===== config.mk =====
export PLATFORM = sky130hd
export DESIGN_NAME = serial_control_bus_slave
export DESIGN_NICKNAME = d
export VERILOG_FILES = /design/src/rtl/sbus_pkg.sv /design/src/rtl/sync2.sv /design/src/rtl/serial_control_bus_slave.sv
export SDC_FILE = /design/constraint.sdc
export NUM_CORES = 1
export LEC_CHECK = 0
export BUFFER_PORTS_ARGS = -buffer_cell sky130_fd_sc_hd__buf_2
export CAP_MARGIN = 20
export CORE_AREA = 2 2 106 108
export DETAILED_ROUTE_END_ITERATION = 6
export DIE_AREA = 0 0 108 110
export SETUP_SLACK_MARGIN = 0.05
export SYNTH_ARGS = -nofsm -noshare
export SYNTH_HDL_FRONTEND = slang
export SYNTH_SLANG_ARGS = --single-unit

===== constraint.sdc =====
create_clock -name clk_sys -period 2.4 [get_ports clk_sys]
set_input_delay 0.48 -clock clk_sys [delete_from_list [all_inputs] [get_ports clk_sys]]
set_output_delay 0.48 -clock clk_sys [all_outputs]
set_load 0.03 [all_outputs]

===== src/rtl/sbus_pkg.sv =====
// Constants shared by the serial control bus slave
package sbus_pkg;
    // System clock rate
    localparam int CLK_HZ = 25000000;
    // Longest time from select high to reply line released, in ns
    localparam int REL_MAX_NS = 1000;
    // Cycles to release, rounded down, at least one
    localparam int REL_CYC_RAW = (REL_MAX_NS * (CLK_HZ / 1000000)) / 1000;
    localparam int REL_CYC = (REL_CYC_RAW < 1) ? 1 : REL_CYC_RAW;
    // Synchroniser delay is 2 cycles plus one for edge detection
    localparam int SYNC_LAT = 3;
    // Byte width and bit counter width
    localparam int BYTE_W = 8;
    localparam int CNT_W = 5;
    // Reset values
    localparam logic [7:0] BYTE_RST = 8'h00;
    localparam logic [CNT_W-1:0] CNT_RST = 5'h00;
    // Bit count of a whole one-byte and two-byte command
    localparam logic [CNT_W-1:0] CNT_ONE = 5'h08;
    localparam logic [CNT_W-1:0] CNT_TWO = 5'h10;
endpackage


===== src/rtl/sync2.sv =====
// Two flip-flop synchroniser for a pin input
module sync2 #(
    // Level held while reset is applied; match the pin's idle level
    parameter logic RST_VAL = 1'b0
) (
    // Clock and reset
    input wire logic clk_sys,
    input wire logic rst,
    // Pin level and its synchronised copy
    input wire logic din,
    output logic dout
);
    logic meta_ff;

    // First stage read only by the second
    always_ff @(posedge clk_sys or posedge rst) begin
        if (rst) begin
            meta_ff <= RST_VAL;
            dout <= RST_VAL;
        end else begin
            meta_ff <= din;
            dout <= meta_ff;
        end
    end
endmodule


===== src/rtl/serial_control_bus_slave.sv =====
// Device end of the four-wire serial control bus
module serial_control_bus_slave
    import sbus_pkg::*;
(
    // System clock and reset
    input wire logic clk_sys,
    input wire logic rst,
    // Serial bus pins
    input wire logic chip_select_n,
    input wire logic serial_clk,
    input wire logic command_data_in,
    output logic reply_data_out,
    output logic reply_data_oe,
    // Reply bytes to send, two bytes, first in high byte
    input wire logic [15:0] reply_word,
    // Executed command to the device core
    output logic cmd_valid_ff,
    output logic cmd_two_ff,
    output logic [7:0] cmd_addr_ff,
    output logic [7:0] cmd_data_ff
);
    // Width of the release budget counter
    localparam int REL_W = $clog2(REL_CYC + 1);

    // Frame phases seen from the system clock side
    typedef enum logic [1:0] {
        FR_IDLE,
        FR_SELECTED,
        FR_CLOSING
    } frame_t;

    // Synchronised pin levels
    logic csn_s;
    logic sck_s;
    logic cdi_s;
    // Previous synchronised levels
    logic csn_d_ff;
    logic sck_d_ff;
    // One-cycle edge strobes and the whole-byte count flag
    logic sck_rise;
    logic sck_fall;
    logic cs_fall;
    logic cs_rise;
    logic whole_cnt;
    // Frame tracking
    frame_t frame_ff;
    logic sel;
    logic [REL_W-1:0] rel_ff;
    // Command and reply shifters
    logic [15:0] shift_ff;
    logic [CNT_W-1:0] cnt_ff;
    logic [15:0] tx_ff;
    logic first_fall_ff;

    // All three pins cross into the system clock; select idles high
    sync2 #(.RST_VAL(1'b1)) u_sync_cs (
        .clk_sys(clk_sys),
        .rst(rst),
        .din(chip_select_n),
        .dout(csn_s)
    );
    sync2 #(.RST_VAL(1'b0)) u_sync_ck (
        .clk_sys(clk_sys),
        .rst(rst),
        .din(serial_clk),
        .dout(sck_s)
    );
    sync2 #(.RST_VAL(1'b0)) u_sync_di (
        .clk_sys(clk_sys),
        .rst(rst),
        .din(command_data_in),
        .dout(cdi_s)
    );

    // Select history at idle level, so reset gives no false edge
    always_ff @(posedge clk_sys or posedge rst) begin
        if (rst) begin
            csn_d_ff <= 1'b1;
        end else begin
            csn_d_ff <= csn_s;
        end
    end

    // Clock history; a stray edge while idle is ignored anyway
    always_ff @(posedge clk_sys or posedge rst) begin
        if (rst) begin
            sck_d_ff <= 1'b0;
        end else begin
            sck_d_ff <= sck_s;
        end
    end

    // Edges only, so commands work at either clock idle level; the reply needs the clock idling high
    assign sck_rise = sck_s & ~sck_d_ff;
    assign sck_fall = ~sck_s & sck_d_ff;
    assign cs_fall = ~csn_s & csn_d_ff;
    assign cs_rise = csn_s & ~csn_d_ff;
    assign whole_cnt = (cnt_ff == CNT_ONE) || (cnt_ff == CNT_TWO);

    // Frame phase; closing runs out the release budget
    always_ff @(posedge clk_sys or posedge rst) begin
        if (rst) begin
            frame_ff <= FR_IDLE;
        end else begin
            case (frame_ff)
                FR_IDLE: begin
                    if (cs_fall) begin
                        frame_ff <= FR_SELECTED;
                    end
                end
                FR_SELECTED: begin
                    if (cs_rise) begin
                        frame_ff <= FR_CLOSING;
                    end
                end
                FR_CLOSING: begin
                    // A host that skips the gap still gets its frame
                    if (cs_fall) begin
                        frame_ff <= FR_SELECTED;
                    end else if (rel_ff == '0) begin
                        frame_ff <= FR_IDLE;
                    end
                end
                default: begin
                    frame_ff <= FR_IDLE;
                end
            endcase
        end
    end

    // Selected while the frame is open
    assign sel = (frame_ff == FR_SELECTED);

    // Release budget left after select rises, less the sync delay
    always_ff @(posedge clk_sys or posedge rst) begin
        if (rst) begin
            rel_ff <= '0;
        end else if (cs_rise && sel) begin
            rel_ff <= REL_W'(REL_CYC - SYNC_LAT);
        end else if (rel_ff != '0) begin
            rel_ff <= rel_ff - REL_W'(1);
        end
    end

    // Command shifter, MSB first, bits taken on rising clock
    always_ff @(posedge clk_sys or posedge rst) begin
        if (rst) begin
            shift_ff <= 16'h0000;
        end else if (cs_fall) begin
            shift_ff <= 16'h0000;
        end else if (sel && sck_rise) begin
            shift_ff <= {shift_ff[14:0], cdi_s};
        end
    end

    // Bit counter saturates so long frames cannot wrap to a legal count
    always_ff @(posedge clk_sys or posedge rst) begin
        if (rst) begin
            cnt_ff <= CNT_RST;
        end else if (cs_fall) begin
            cnt_ff <= CNT_RST;
        end else if (sel && sck_rise && (cnt_ff != 5'h1F)) begin
            cnt_ff <= cnt_ff + 5'h01;
        end
    end

    // Execute strobe at select rising; partial bytes dropped
    always_ff @(posedge clk_sys or posedge rst) begin
        if (rst) begin
            cmd_valid_ff <= 1'b0;
        end else begin
            cmd_valid_ff <= cs_rise && sel && whole_cnt;
        end
    end

    // Command fields held until the next executed command
    always_ff @(posedge clk_sys or posedge rst) begin
        if (rst) begin
            cmd_two_ff <= 1'b0;
            cmd_addr_ff <= BYTE_RST;
            cmd_data_ff <= BYTE_RST;
        end else if (cs_rise && sel) begin
            if (cnt_ff == CNT_ONE) begin
                cmd_two_ff <= 1'b0;
                cmd_addr_ff <= shift_ff[7:0];
                cmd_data_ff <= BYTE_RST;
            end else if (cnt_ff == CNT_TWO) begin
                cmd_two_ff <= 1'b1;
                cmd_addr_ff <= shift_ff[15:8];
                cmd_data_ff <= shift_ff[7:0];
            end
        end
    end

    // Reply word loaded at select fall, advanced after the first fall
    always_ff @(posedge clk_sys or posedge rst) begin
        if (rst) begin
            tx_ff <= 16'h0000;
        end else if (cs_fall) begin
            tx_ff <= reply_word;
        end else if (sel && sck_fall && first_fall_ff) begin
            tx_ff <= {tx_ff[14:0], 1'b0};
        end
    end

    // Marks that the first falling clock of the frame has passed
    always_ff @(posedge clk_sys or posedge rst) begin
        if (rst) begin
            first_fall_ff <= 1'b0;
        end else if (cs_fall) begin
            first_fall_ff <= 1'b0;
        end else if (sel && sck_fall) begin
            first_fall_ff <= 1'b1;
        end
    end

    // Reply bit moves only after a fall, so the host reads it on the rise
    always_ff @(posedge clk_sys or posedge rst) begin
        if (rst) begin
            reply_data_out <= 1'b0;
        end else if (cs_fall) begin
            reply_data_out <= 1'b0;
        end else if (sel && sck_fall) begin
            if (first_fall_ff) begin
                reply_data_out <= tx_ff[14];
            end else begin
                reply_data_out <= tx_ff[15];
            end
        end
    end

    // Drive enable: on after a falling clock, off once the frame closes
    always_ff @(posedge clk_sys or posedge rst) begin
        if (rst) begin
            reply_data_oe <= 1'b0;
        end else if (sel && sck_fall && !cs_rise) begin
            reply_data_oe <= 1'b1;
        end else if (cs_rise || !sel) begin
            // Sync delay already spent, so the drop is immediate
            reply_data_oe <= 1'b0;
        end
    end
endmodule


==> results.json <==
{
  "ioPinCount": 41,
  "dpl.hpwl_microns": 4165,
  "ant_nets": 0,
  "ctsResizeCount": 0,
  "cts_tree": "yes",
  "synth_area_sq_mm": 0.003151,
  "grt_overflow": 0,
  "initial_core_util_pct": 29.45,
  "required_ns": 2.62,
  "layout-area-overhead-vs-synth_pct": 19.38,
  "grt_max_degree": 47,
  "grt_use_total_pct": 11.84,
  "cts-hold-fix-buffers": 0,
  "crit_slowest_cell": "dfrtp_1",
  "ys_ff_latch": 73,
  "async_flop_share_pct": 100.0,
  "mostFrequentLayoutCells": "dfrtp_1, buf_2, mux2_2",
  "avgRoutedWirePerCell_microns": 13.85,
  "cp.buffers_inverters": 2,
  "max_freq_ghz": 0.5175,
  "crit_top_cell": "mux2_2",
  "drt_pre_antenna_iters": 4,
  "p_per_area_mw_per_mm2": 791.2,
  "finalInstanceArea_sq_mm": 0.003761,
  "numPortBuffers": 40,
  "critPathLaunchType": "flip-flop",
  "critPathTopFamily": "multiplexers",
  "cp_data_arrival_time_ns": 2.16,
  "final_hold_viol_count": 0,
  "drc": 0,
  "cap_violations": 0,
  "finalWorstSetupSlack_ns": 0.4678,
  "dominantRegCellSynth": "dfrtp_1",
  "synth.distinct_cells": 35,
  "register_area_sq_mm": 0.001831,
  "drt_wl_total_microns": 6355,
  "antennaDiodeCount": 0,
  "path_cells": "inv_1, ha_1, nor4bb_2, buf_4, mux2_2, mux2_2",
  "max_slew_margin_pct": 34.72,
  "drtIter0Drc": 123,
  "drive_above_1_share_pct": 30.09,
  "rsz0062_at_grt": "no",
  "h-tree-depth": 3,
  "num_vias": 2196,
  "core_area_sq_mm": 0.01070,
  "place_congestion": 0.8176,
  "vias_per_cell": 4.784,
  "peakVddDrop_uv": 343.0,
  "ys_warn_count": 0,
  "cp_slowest_stage_delay_ns": 0.42,
  "fillCellCount": 1062,
  "worstMarginPinSlew_ns": 0.9756,
  "cts_buffers": 9,
  "synth_edf_count": 0,
  "hold_slack_ns": 0.1954,
  "cts-root-buf": "clkbuf_8",
  "slew_viol_final": 0,
  "min_period_ns": 1.932,
  "power.leakage_nw": 1.760,
  "finalSetupViolCount": 0,
  "endpoint_kind": "flip-flop",
  "seq_area_frac_synth_pct": 58.10,
  "period_share_pct": 80.51,
  "syn_inst": 271,
  "final_nets": 339,
  "multi_input_area_sq_mm": 0.001226,
  "cts_setup_buffers": 0,
  "post-place-ws_ns": 0.4706,
  "grt_pass1_wl_microns": 11200,
  "cts_num_sinks": 73,
  "first_global_vias": 2288,
  "tns_ns": 0,
  "finClkSkew_ns": 0.01505,
  "placed_cell_area_sq_mm": 0.003542,
  "cp_max_fo": 17,
  "clock_path_buffers": 2,
  "die-width_microns": 108,
  "status": "finished, final reports clean",
  "final_common_cell": "dfrtp_1",
  "hp-class": "in -> async",
  "syn-mean-instance-area_sq_um": 11.63,
  "worstSkewPairLatency_ns": 0.34,
  "fp-row-count": 38,
  "path_class": "reg -> reg",
  "synthesis.nets": 296,
  "path_clk_slew_ns": 0.08,
  "die_y_microns": 110,
  "die-area_sq_mm": 0.01188,
  "antenna_found_initial": 0
}
[cells in the mapped netlist, drive strengths merged (4+ instances only)]
library cell / count / area [sq um]
dfrtp: 70 / 1752
o21ai: 20 / 100.1
ha: 4 / 50.05
nand2b: 5 / 31.28
nor2: 20 / 75.07
nand2: 8 / 30.03
inv: 10 / 37.54
a21oi: 21 / 105.1
a22o: 16 / 140.1
clkbuf: 13 / 48.80
nor2b: 9 / 56.30
nand3: 6 / 30.03
mux2: 24 / 270.3
a31oi: 14 / 87.58
[flip-flops by register name, summed over array words and instances (netlist names), 2 cells and up]
signal and count:
shift_ff 16, tx_ff 16, cmd_addr_ff 8, cmd_data_ff 8
cnt_ff 5, rel_ff 5, frame_ff 2
[power breakdown]
part	internal [W]	switching [W]	total, W
Combinational	0.000194	0.000267	0.000460
Clock	0.000591	0.000458	0.00105
Sequential	0.00136	0.000102	0.00147
Total	0.00215	0.000827	0.00298
[final timing paths]
| path | start | to | slack [ns] | depth (start not counted) |
|---|---|---|---|---|
| min reg2reg | u_sync_cs.meta_ff | u_sync_cs.dout | 0.36 | 0 |
| min | rst | tx_ff[1] | 0.20 | 2 |
| max reg2reg | cnt_ff[0] | cmd_addr_ff[2] | 0.47 | 6 |
| min in group clk_sys | serial_clk | u_sync_ck.meta_ff | 0.24 | 1 |
| max | cnt_ff[0] | cmd_addr_ff[2] | 0.47 | 6 |
| max in group asynchronous | rst | shift_ff[6] | 1.56 | 3 |
[routing by layer]
| metal | vias up | global-route usage (%) | routed length (microns) |
|---|---|---|---|
| li1 | 1060 | - | - |
| met4 | 0 | 4.121 | 48 |
| met3 | 2 | 3.175 | 257 |
| met5 | - | 0 | 0 |
| met1 | 1089 | 15.70 | 2958 |
| met2 | 45 | 18.82 | 3091 |
[logic make-up after synthesis]
kind of cell               Yosys count  share of synthesized area [%]
AOI/OAI and AO/OA                   77                          15.21
DFF                                 73                          58.10
and+or+nand+nor                     62                          11.64
muxes                               27                          9.531
buffers and inverters               26                          3.376
adders and majority gates            4                          1.589
xor gates and xnor gates             2                         0.5561
[area by class of cell]
class                           instances  area share [%]
Timing Repair Buffer                   48           7.252
Clock inverter                          6           2.428
Inverter                               10          0.9980
Clock buffer                           10           3.393
Tap cell                              140           4.657
Multi-Input combinational cell        172           32.60
Sequential cell                        73           48.67
[per-stage QoR]
stage	std cells	utilization, %	total power (W)
after floorplan	271	-	0.001806
after global placement	443	33.11	0.001932
after detailed placement	443	33.11	0.001957
after CTS	459	35.16	0.003017
after global routing	459	35.16	0.003168
final	459	35.16	0.002976
Power figures use the tool's default switching activity.
